File: src/verilog/flm_pkg.sv
// Shared constants and types for the current and temperature limit monitor
`default_nettype none
package flm_pkg;
   // Command codes
   localparam logic [7:0] CMD_CLEAR_FAULTS = 8'h03;
   localparam logic [7:0] CMD_OC_FAULT = 8'h46;
   localparam logic [7:0] CMD_OC_WARN = 8'h4A;
   localparam logic [7:0] CMD_UC_FAULT = 8'h4B;
   localparam logic [7:0] CMD_OT_FAULT = 8'h4F;
   localparam logic [7:0] CMD_OT_ACTION = 8'h50;
   localparam logic [7:0] CMD_OT_WARN = 8'h51;
   localparam logic [7:0] CMD_STATUS_WORD = 8'h79;
   localparam logic [7:0] CMD_STATUS_IOUT = 8'h7B;
   localparam logic [7:0] CMD_STATUS_TEMP = 8'h7D;
   localparam logic [7:0] CMD_STATUS_VENDOR = 8'h80;
   // Reset values
   localparam logic [15:0] RST_OC_FAULT = 16'hE2D0;
   localparam logic [15:0] RST_OC_WARN = 16'hDBC0;
   localparam logic [15:0] RST_UC_FAULT = 16'hE530;
   localparam logic [15:0] RST_OT_FAULT = 16'hEBE8;
   localparam logic [15:0] RST_OT_WARN = 16'hEB70;
   localparam logic [7:0] RST_OT_ACTION = 8'h80;
   // Field positions
   localparam int L11_EXP_LSB = 11;
   localparam int IOUT_OC_FAULT_BIT = 7;
   localparam int IOUT_OC_WARN_BIT = 5;
   localparam int IOUT_UC_FAULT_BIT = 4;
   localparam int TEMP_OT_FAULT_BIT = 7;
   localparam int VENDOR_OT_BIT = 1;
   localparam int WORD_IOUT_BIT = 14;
   localparam int WORD_TEMP_BIT = 2;
   localparam logic [1:0] ACT_DISABLE_RETRY = 2'b10;
   // Samples are signed, 1/16 unit per LSB
   localparam int FRAC_BITS = 4;
   localparam logic signed [31:0] CUR_MAX = 32'sh0000_0640;
   localparam logic signed [31:0] CUR_MIN = -32'sh0000_0640;
   localparam logic signed [31:0] TEMP_MAX = 32'sh0000_0AF0;
   // Retry timing
   localparam int CLK_HZ = 20_000_000;
   localparam int RETRY_UNIT_MS = 35;
   localparam int RETRY_UNIT_CYC = CLK_HZ / 1000 * RETRY_UNIT_MS;

   typedef enum {OT_RUN, OT_HOLD, OT_COOL, OT_LATCHED} flm_ot_state_t;

   typedef struct packed {
      logic wr;
      logic rd;
      logic [7:0] code;
      logic [15:0] wdata;
   } flm_cmd_t;

   typedef struct packed {
      logic valid;
      logic blank_done;
      logic signed [15:0] value;
   } flm_sample_t;

   // Linear-11 word to fixed point with FRAC_BITS fraction bits
   function automatic logic signed [31:0] l11_to_fix(input logic [15:0] v);
      logic signed [31:0] m;
      int e;
      m = 32'(signed'(v[10:0]));
      e = int'(signed'(v[15:L11_EXP_LSB])) + FRAC_BITS;
      if (e >= 0)
         return m <<< e;
      return m >>> (-e);
   endfunction
endpackage
`default_nettype wire

File: src/verilog/flm_monitor.sv
// Current and temperature limit monitor with over-temperature retry control
// How it works
// Current compared only after blanking ends; temperature ignores blanking
// Overcurrent fault after N consecutive exceeding samples
// Peak and averaged overcurrent share one bit
// Out-of-range limit writes are rejected
// Overcurrent warning resets to DBC0 (30A)
// Qualified warning sets output-current warning bit
// Host keeps warning below fault limit
// Undercurrent qualified alike, shares bit with average
// Over-temperature sets summary, fault bit, alerts
// Over-temperature also recorded in vendor bit one
// Retry waits until temperature below warning
// Host keeps temperature warning below fault
// Over-temperature limit resets to 125 degrees
// Action byte delay sets restart interval
// 10 disables; retry field; (d+1)*35ms delay
// Faults pull alert low until clear
// Limits decoded as Linear-11 exponent and mantissa
// Undercurrent trips below limit; misses restart count
`timescale 1ns/1ps
`default_nettype none
module flm_monitor #(
   parameter int CNT_W = 4,
   parameter int RETRY_UNIT = flm_pkg::RETRY_UNIT_CYC
) (
   input wire logic mclk_in,
   input wire logic resetn_in,
   input wire flm_pkg::flm_cmd_t cmd_in,
   input wire flm_pkg::flm_sample_t cur_in,
   input wire flm_pkg::flm_sample_t temp_in,
   input wire logic [CNT_W-1:0] consec_count_in,
   input wire logic avg_oc_fault_in,
   input wire logic avg_uc_fault_in,
   output logic [15:0] cmd_rdata_out,
   output logic cmd_ack_out,
   output logic cmd_reject_out,
   output logic alert_output_pin_n_out,
   output logic [7:0] iout_status_out,
   output logic [7:0] temp_status_out,
   output logic [7:0] vendor_status_out,
   output logic output_disable_out,
   output logic restart_out
);
   logic [15:0] oc_lim, ocw_lim, uc_lim, ot_lim, otw_lim, next_oc_lim, next_ocw_lim;
   logic [15:0] next_uc_lim, next_ot_lim, next_otw_lim;
   logic [7:0] ot_act, next_ot_act;
   logic [15:0] rdata, next_rdata;
   logic ack, rej, next_ack, next_rej;
   logic signed [31:0] wfix;
   logic clr;
   // Status state is read by the command decode, so it is declared up front
   logic [7:0] iout_st, temp_st, vend_st, next_iout_st, next_temp_st, next_vend_st;
   logic [15:0] status_word;

   // Limit decode and range test on the incoming word
   assign wfix = flm_pkg::l11_to_fix(cmd_in.wdata);
   assign clr = cmd_in.wr && cmd_in.code == flm_pkg::CMD_CLEAR_FAULTS;

   // Command decode; a rejected write leaves the limit untouched
   always_comb begin
      next_oc_lim = oc_lim;
      next_ocw_lim = ocw_lim;
      next_uc_lim = uc_lim;
      next_ot_lim = ot_lim;
      next_otw_lim = otw_lim;
      next_ot_act = ot_act;
      next_rdata = rdata;
      next_ack = 1'b0;
      next_rej = 1'b0;
      if (cmd_in.wr) begin
         next_ack = 1'b1;
         case (cmd_in.code)
            flm_pkg::CMD_CLEAR_FAULTS: ;
            flm_pkg::CMD_OC_FAULT, flm_pkg::CMD_OC_WARN: begin
               if (wfix < 0 || wfix > flm_pkg::CUR_MAX) begin
                  next_rej = 1'b1;
               end else if (cmd_in.code == flm_pkg::CMD_OC_FAULT) begin
                  next_oc_lim = cmd_in.wdata;
               end else begin
                  next_ocw_lim = cmd_in.wdata;
               end
            end
            flm_pkg::CMD_UC_FAULT: begin
               if (wfix > 0 || wfix < flm_pkg::CUR_MIN)
                  next_rej = 1'b1;
               else
                  next_uc_lim = cmd_in.wdata;
            end
            flm_pkg::CMD_OT_FAULT, flm_pkg::CMD_OT_WARN: begin
               if (wfix < 0 || wfix > flm_pkg::TEMP_MAX) begin
                  next_rej = 1'b1;
               end else if (cmd_in.code == flm_pkg::CMD_OT_FAULT) begin
                  next_ot_lim = cmd_in.wdata;
               end else begin
                  next_otw_lim = cmd_in.wdata;
               end
            end
            flm_pkg::CMD_OT_ACTION: next_ot_act = cmd_in.wdata[7:0];
            default: next_rej = 1'b1;
         endcase
      end else if (cmd_in.rd) begin
         next_ack = 1'b1;
         case (cmd_in.code)
            flm_pkg::CMD_OC_FAULT: next_rdata = oc_lim;
            flm_pkg::CMD_OC_WARN: next_rdata = ocw_lim;
            flm_pkg::CMD_UC_FAULT: next_rdata = uc_lim;
            flm_pkg::CMD_OT_FAULT: next_rdata = ot_lim;
            flm_pkg::CMD_OT_WARN: next_rdata = otw_lim;
            flm_pkg::CMD_OT_ACTION: next_rdata = {8'h00, ot_act};
            flm_pkg::CMD_STATUS_WORD: next_rdata = status_word;
            flm_pkg::CMD_STATUS_IOUT: next_rdata = {8'h00, iout_st};
            flm_pkg::CMD_STATUS_TEMP: next_rdata = {8'h00, temp_st};
            flm_pkg::CMD_STATUS_VENDOR: next_rdata = {8'h00, vend_st};
            default: begin
               next_rdata = 16'h0000;
               next_rej = 1'b1;
            end
         endcase
      end
   end

   // Limit registers and command answer
   always_ff @(posedge mclk_in or negedge resetn_in) begin
      if (!resetn_in) begin
         oc_lim <= flm_pkg::RST_OC_FAULT;
         ocw_lim <= flm_pkg::RST_OC_WARN;
         uc_lim <= flm_pkg::RST_UC_FAULT;
         ot_lim <= flm_pkg::RST_OT_FAULT;
         otw_lim <= flm_pkg::RST_OT_WARN;
         ot_act <= flm_pkg::RST_OT_ACTION;
         rdata <= 16'h0000;
         ack <= 1'b0;
         rej <= 1'b0;
      end else begin
         oc_lim <= next_oc_lim;
         ocw_lim <= next_ocw_lim;
         uc_lim <= next_uc_lim;
         ot_lim <= next_ot_lim;
         otw_lim <= next_otw_lim;
         ot_act <= next_ot_act;
         rdata <= next_rdata;
         ack <= next_ack;
         rej <= next_rej;
      end
   end

   // Consecutive-sample qualifiers: 0 oc fault, 1 oc warn, 2 uc fault
   logic qual;
   logic signed [31:0] cur_fix;
   logic [2:0] hit, trip;
   logic [CNT_W-1:0] need;
   assign qual = cur_in.valid && cur_in.blank_done;
   assign cur_fix = 32'(cur_in.value);
   assign need = (consec_count_in == '0) ? CNT_W'(1) : consec_count_in;
   assign hit[0] = cur_fix > flm_pkg::l11_to_fix(oc_lim);
   assign hit[1] = cur_fix > flm_pkg::l11_to_fix(ocw_lim);
   assign hit[2] = cur_fix < flm_pkg::l11_to_fix(uc_lim);

   genvar gi;
   generate
      for (gi = 0; gi < 3; gi++) begin : g_qual
         logic [CNT_W-1:0] cnt, next_cnt;
         // Saturating run count; any miss starts over
         always_comb begin
            next_cnt = cnt;
            if (qual)
               next_cnt = hit[gi] ? ((cnt == '1) ? cnt : cnt + CNT_W'(1)) : '0;
         end
         // Compare against need-1 so the current hit completes the run of need samples
         assign trip[gi] = qual && hit[gi] && (cnt >= need - CNT_W'(1));
         always_ff @(posedge mclk_in or negedge resetn_in) begin
            if (!resetn_in)
               cnt <= '0;
            else
               cnt <= next_cnt;
         end
      end
   endgenerate

   // Temperature compare and sticky status; a set beats a same-cycle clear
   logic ot_trip, cool;
   assign ot_trip = temp_in.valid && 32'(temp_in.value) > flm_pkg::l11_to_fix(ot_lim);
   assign cool = temp_in.valid && 32'(temp_in.value) < flm_pkg::l11_to_fix(otw_lim);
   always_comb begin
      next_iout_st = clr ? 8'h00 : iout_st;
      next_temp_st = clr ? 8'h00 : temp_st;
      next_vend_st = clr ? 8'h00 : vend_st;
      if (trip[0] || avg_oc_fault_in)
         next_iout_st[flm_pkg::IOUT_OC_FAULT_BIT] = 1'b1;
      if (trip[1])
         next_iout_st[flm_pkg::IOUT_OC_WARN_BIT] = 1'b1;
      if (trip[2] || avg_uc_fault_in)
         next_iout_st[flm_pkg::IOUT_UC_FAULT_BIT] = 1'b1;
      if (ot_trip) begin
         next_temp_st[flm_pkg::TEMP_OT_FAULT_BIT] = 1'b1;
         next_vend_st[flm_pkg::VENDOR_OT_BIT] = 1'b1;
      end
   end
   always_comb begin
      status_word = 16'h0000;
      status_word[flm_pkg::WORD_IOUT_BIT] = |iout_st;
      status_word[flm_pkg::WORD_TEMP_BIT] = |temp_st;
   end

   always_ff @(posedge mclk_in or negedge resetn_in) begin
      if (!resetn_in) begin
         iout_st <= 8'h00;
         temp_st <= 8'h00;
         vend_st <= 8'h00;
      end else begin
         iout_st <= next_iout_st;
         temp_st <= next_temp_st;
         vend_st <= next_vend_st;
      end
   end

   // Over-temperature response; restart only once cooled below warning
   flm_pkg::flm_ot_state_t st, next_st;
   logic [31:0] tmr, next_tmr, delay_cyc;
   logic dis, next_dis, rst_pulse, next_rst_pulse;
   assign delay_cyc = (32'(ot_act[2:0]) + 32'h1) * 32'(RETRY_UNIT);
   always_comb begin
      next_st = st;
      next_tmr = tmr;
      next_dis = dis;
      next_rst_pulse = 1'b0;
      case (st)
         flm_pkg::OT_RUN: begin
            if (ot_trip && ot_act[7:6] == flm_pkg::ACT_DISABLE_RETRY) begin
               next_dis = 1'b1;
               next_tmr = 32'h0;
               next_st = (ot_act[5:3] == 3'b000) ? flm_pkg::OT_LATCHED : flm_pkg::OT_HOLD;
            end
         end
         flm_pkg::OT_HOLD: begin
            next_tmr = tmr + 32'h1;
            if (tmr + 32'h1 >= delay_cyc)
               next_st = flm_pkg::OT_COOL;
         end
         flm_pkg::OT_COOL: begin
            if (cool) begin
               next_dis = 1'b0;
               next_rst_pulse = 1'b1;
               next_st = flm_pkg::OT_RUN;
            end
         end
         flm_pkg::OT_LATCHED: begin
            if (clr) begin
               next_dis = 1'b0;
               next_st = flm_pkg::OT_RUN;
            end
         end
         default: next_st = flm_pkg::OT_RUN;
      endcase
   end
   always_ff @(posedge mclk_in or negedge resetn_in) begin
      if (!resetn_in) begin
         st <= flm_pkg::OT_RUN;
         tmr <= 32'h0;
         dis <= 1'b0;
         rst_pulse <= 1'b0;
      end else begin
         st <= next_st;
         tmr <= next_tmr;
         dis <= next_dis;
         rst_pulse <= next_rst_pulse;
      end
   end

   // Registered outputs; alert follows next status so it lands with the bits
   always_ff @(posedge mclk_in or negedge resetn_in) begin
      if (!resetn_in)
         alert_output_pin_n_out <= 1'b1;
      else
         alert_output_pin_n_out <= ~(|{next_iout_st, next_temp_st, next_vend_st});
   end
   assign cmd_rdata_out = rdata;
   assign cmd_ack_out = ack;
   assign cmd_reject_out = rej;
   assign iout_status_out = iout_st;
   assign temp_status_out = temp_st;
   assign vendor_status_out = vend_st;
   assign output_disable_out = dis;
   assign restart_out = rst_pulse;

   a_blank_gate: assert property (@(posedge mclk_in) disable iff (!resetn_in)
      !cur_in.blank_done |-> trip == 3'b000) else $error("trip without blanking end");
   a_oc_fault_set: assert property (@(posedge mclk_in) disable iff (!resetn_in)
      trip[0] |=> iout_st[flm_pkg::IOUT_OC_FAULT_BIT]) else $error("oc fault bit not set");
   a_avg_shared: assert property (@(posedge mclk_in) disable iff (!resetn_in)
      avg_oc_fault_in |=> iout_st[7]) else $error("avg oc not on shared bit");
   a_reject_keeps: assert property (@(posedge mclk_in) disable iff (!resetn_in)
      rej && $past(cmd_in.wr) |-> $stable(oc_lim) && $stable(ot_lim))
      else $error("rejected write changed limit");
   a_warn_set: assert property (@(posedge mclk_in) disable iff (!resetn_in)
      trip[1] && !clr |=> iout_st[5]) else $error("warn bit not set");
   a_uc_set: assert property (@(posedge mclk_in) disable iff (!resetn_in)
      trip[2] |=> iout_st[4]) else $error("uc bit not set");
   a_ot_records: assert property (@(posedge mclk_in) disable iff (!resetn_in)
      ot_trip |=> temp_st[7] && vend_st[1] && status_word[2]) else $error("ot not recorded");
   a_retry_cool: assert property (@(posedge mclk_in) disable iff (!resetn_in)
      rst_pulse |-> $past(cool)) else $error("restart while hot");
   a_alert_low: assert property (@(posedge mclk_in) disable iff (!resetn_in)
      (|iout_st) |-> !alert_output_pin_n_out) else $error("alert not low with fault");
   a_sticky_bits: assert property (@(posedge mclk_in) disable iff (!resetn_in)
      temp_st[7] && !clr |=> temp_st[7]) else $error("fault bit dropped");
endmodule // flm_monitor
`default_nettype wire

File: config.mk
export PLATFORM = sky130hd
export DESIGN_NAME = flm_monitor
export DESIGN_NICKNAME = d
export VERILOG_FILES = /design/src/verilog/flm_pkg.sv /design/src/verilog/flm_monitor.sv
export SDC_FILE = /design/constraint.sdc
export NUM_CORES = 1
export LEC_CHECK = 0
export BUFFER_PORTS_ARGS = -buffer_cell sky130_fd_sc_hd__buf_2
export CORE_ASPECT_RATIO = 1.5
export CORE_MARGIN = 3
export CORE_UTILIZATION = 35
export DETAILED_ROUTE_END_ITERATION = 7
export HOLD_SLACK_MARGIN = 0.15
export SLEW_MARGIN = 20
export SYNTH_ARGS = -nofsm -noshare
export SYNTH_HDL_FRONTEND = slang
export SYNTH_SLANG_ARGS = --single-unit
export TNS_END_PERCENT = 100
File: constraint.sdc
create_clock -name mclk_in -period 6.9 [get_ports mclk_in]
set_input_delay 1.38 -clock mclk_in [delete_from_list [all_inputs] [get_ports mclk_in]]
set_output_delay 1.38 -clock mclk_in [all_outputs]
set_load 0.05 [all_outputs]
==> metrics.yaml <==
status: "completed"
drv_slew: 0
totalWireLength_mm: 83.9
clk_latency_ns: 0.46
final_common_cell: "nand2_1"
hold_ws_ns: 0.481
first_global_vias: 23000
grt_use_met1_pct: 26.5
synth_compound_area_share_pct: 25.4
die_y_um: 331
cp_common_cell: "nor2_1"
synth_edf_count: 0
synth.distinct_cells: 98
syn_inst: 3162
route.detailed.drc: 0
yosysWarnings: 0
ir_drop_mv: 0.167
nets: 3491
dp_hpwl_mm: 65.1
first_pass_iters: 7
crit_required_ns: 7.26
dieArea_um2: 73700
startpoint_type: "flop"
p_comb_share_pct: 29.4
top_usage_layer: "met2"
cp_top_family: "simple AND/OR/NAND/NOR gates"
fin_tns_setup_ns: 0
rrSetupSlack_ns: 0.61
critPathKind: "reg -> reg"
via_count: 24200
grt_pass1_wl_mm: 131
maxSlewHeadroom_pct: 35.5
vias_per_cell: 5.96
cts_max_path_buffers: 2
ios: 115
cts_tree: "built"
critPathMaxFanout: 15
synthAdderAreaFrac_pct: 14.3
drtIter0Drc: 1872
min_period_ns: 6.29
fmax_mhz: 159
synth.area.top_cells: "ha_1 14%, dfrtp_1 14%, a21oi_1 5.7%, o21ai_0 5.0%, mux2i_1 5.0%"
post-route-util_pct: 38.4
antenna_found_initial: 7
gp_congestion: 0.975
cp_slowest_cell: "dfstp_2"
grt_overflow: 0
port_buffers: 113
cp_num_buf_inv: 2
final_cell_mix: "312 x nand2_1, 281 x a21oi_1, 277 x ha_1"
clkPwrFrac_pct: 31.3
grt_max_degree: 74
die_x_um: 223
layoutNonFillerInstCount: 4058
sw_frac_of_total_pct: 36.1
grt.met2_usage_pct: 39.0
ff2ff_path_depth: 28
drv_cap: 0
synth_fp_nets: 3512
clk_pin_slew_ns: 0.07
ys_ff_latch: 179
dp_slack_ns: 0.672
finalCritPeriodShare_pct: 91.2
intPower_mw: 2.23
synth_area_um2: 24700
holdCritPathClass: "reg -> reg"
cp.depth: 28
switchingPower_mw: 1.26
cts_sinks: 179
yosysTopAreaCellShare_pct: 14.1
power_density_nw_per_um2: 131
r2r-start: "oc_lim[14]$_DFFE_PN1P_"
post_cts_buffers: 0
drtAntennaViolNets: 0
postSynth.asyncResetShare_pct: 100
final_layout_size_suffix_gt1_share_pct: 13.8
wl_per_cell_um: 20.7
placed_cells: 4022
fp-row-count: 118
cp-end-kind: "flop"
yosys.area_share.simple_pct: 21.7
cpPeakStageDelay_ns: 0.59
cts_resized: 0
avgSynthCellArea_um2: 7.80
setup_viol: 0
floorplan.initialDensity_pct: 35.5
arrival_ns: 6.66
rsz0062_at_grt: "false"
worstSetupEndpoint: "alert_output_pin_n_out$_DFF_PN1_"
synthMuxAreaShare_pct: 13.1
fin_ws_ns: 0.609
grt_util_met3_pct: 3.07
tightest_slew_ns: 0.960
areaGrowthSynthToFinish_pct: 7.96
htreeDepth: 4
cts_root_buf: "clkbuf_16"
core-area_um2: 69400
final.setup_skew_ns: 0.0100
synth_flop_cell: "dfrtp_1"
synth-seq-area-share_pct: 18.4
p_seq_share_pct: 39.2
synth.largest_area_cell: "ha_1"
synth_xor_area_share_pct: 2.49
worstSetupStartpoint: "oc_lim[14]$_DFFE_PN1P_"
cts_made_buffers: 17
r2r-end: "alert_output_pin_n_out$_DFF_PN1_"
hold_viol: 0
p_leak_nw: 11.6
synth_top_family_by_area: "compound AO/OA/AOI/OAI gates"
cts_hold_buf: 0
grt_util_all_layers_pct: 22.1
## flip-flops by register name, summed over array words and instances (netlist names)
| register | cells |
|---|---|
| tmr | 32 |
| alert_output_pin_n_out | 1 |
| ot_lim | 16 |
| ot_act | 8 |
| st | 2 |
| output_disable_out | 1 |
| g_qual.cnt | 12 |
| iout_status_out | 8 |
| oc_lim | 16 |
| cmd_reject_out | 1 |
| uc_lim | 16 |
| cmd_ack_out | 1 |
| restart_out | 1 |
| cmd_rdata_out | 16 |
| otw_lim | 16 |
| temp_status_out | 8 |
| ocw_lim | 16 |
| vendor_status_out | 8 |
## cell type report
class / count / area, um2
Fill cell: 7276 / 42800
Clock inverter: 13 / 194
Clock buffer: 19 / 453
Antenna cell: 4 / 10.0
Timing Repair Buffer: 172 / 1030
Tap cell: 900 / 1130
Inverter: 69 / 259
Sequential cell: 179 / 4530
Multi-Input combinational cell: 2702 / 19000
## through the flow
stage          cell area (um2)  power, mW
6_report                 26600       3.48
5_1_grt                  26600       3.72
4_1_cts                  26600       3.51
3_5_place_dp             26000       2.41
3_3_place_gp             26000       2.39
2_1_floorplan            24700       2.09
## worst register-to-register path: cells and delay by family (launching register included)
family                   cells  cell delay [ns]
AND/OR/NAND/NOR             13             2.67
AO/OA/AOI/OAI               10             1.82
flip-flops                   1             0.59
buffers and inverters        2             0.43
adder cells (fa/ha/maj)      2             0.43
multiplexers                 1             0.25
## cells by family (layout without fill, tap and decap cells)
logic type                 after synthesis  in the layout
xor gates and xnor gates                70             70
buffers and inverters                  281            273
muxes                                  273            273
adders and majority gates              280            280
AOI/OAI and AO/OA                      990            990
and+or+nand+nor                       1089           1089
DFF                                    179            179
other                                    0              4
## synthesized netlist by cell type, drive strengths merged (11+ instances only)
cell and number:
a22oi 31, nand2 312, or3 22, o21ai 248, clkinv 12, clkbuf 165, nor2 271, xor2 30
dfrtp 136, a211o 11, and3 29, a211oi 40, buf 47, ha 277, mux2 137, nor4 26
o21a 20, a31oi 42, mux4 14, and2 42, a32oi 11, nand4 52, o211ai 38, or2 14
a221oi 14, dfstp 43, nor3b 15, a22o 12, mux2i 122, nand3 104, nand2b 28, nor2b 56
o22ai 21, xnor2 40, inv 57, o31ai 29, a21o 80, nor3 85, a21oi 282
## worst min-delay path by stage
stage	startpoint	endpoint	slack [ns]	cells after the start
after floorplan	tmr[26]$_DFFE_PN0P_	tmr[26]$_DFFE_PN0P_	0.48	1
after global placement	cmd_rdata_out[13]$_DFFE_PN0P_	cmd_rdata_out[13]$_DFFE_PN0P_	0.47	2
after detailed placement	cmd_rdata_out[13]$_DFFE_PN0P_	cmd_rdata_out[13]$_DFFE_PN0P_	0.47	2
after CTS	cmd_rdata_out[13]$_DFFE_PN0P_	cmd_rdata_out[13]$_DFFE_PN0P_	0.49	2
after global routing	tmr[29]$_DFFE_PN0P_	tmr[29]$_DFFE_PN0P_	0.54	1
final	cmd_rdata_out[13]$_DFFE_PN0P_	cmd_rdata_out[13]$_DFFE_PN0P_	0.48	2
## per-layer routing
layer	vias to the layer above	routed length, um
met5	-	35
met4	6	4230
met3	193	4100
met2	680	41100
met1	11500	34400
li1	11800	-
## power by group through the flow
stage	logic, mW	registers, mW	clock network, mW
6_report	1.03	1.37	1.09
5_1_grt	1.17	1.39	1.16
4_1_cts	1.03	1.37	1.11
3_5_place_dp	1.03	1.38	0
3_3_place_gp	1.01	1.38	0
2_1_floorplan	0.771	1.32	0
No activity file was read; power rests on OpenSTA's default activity.
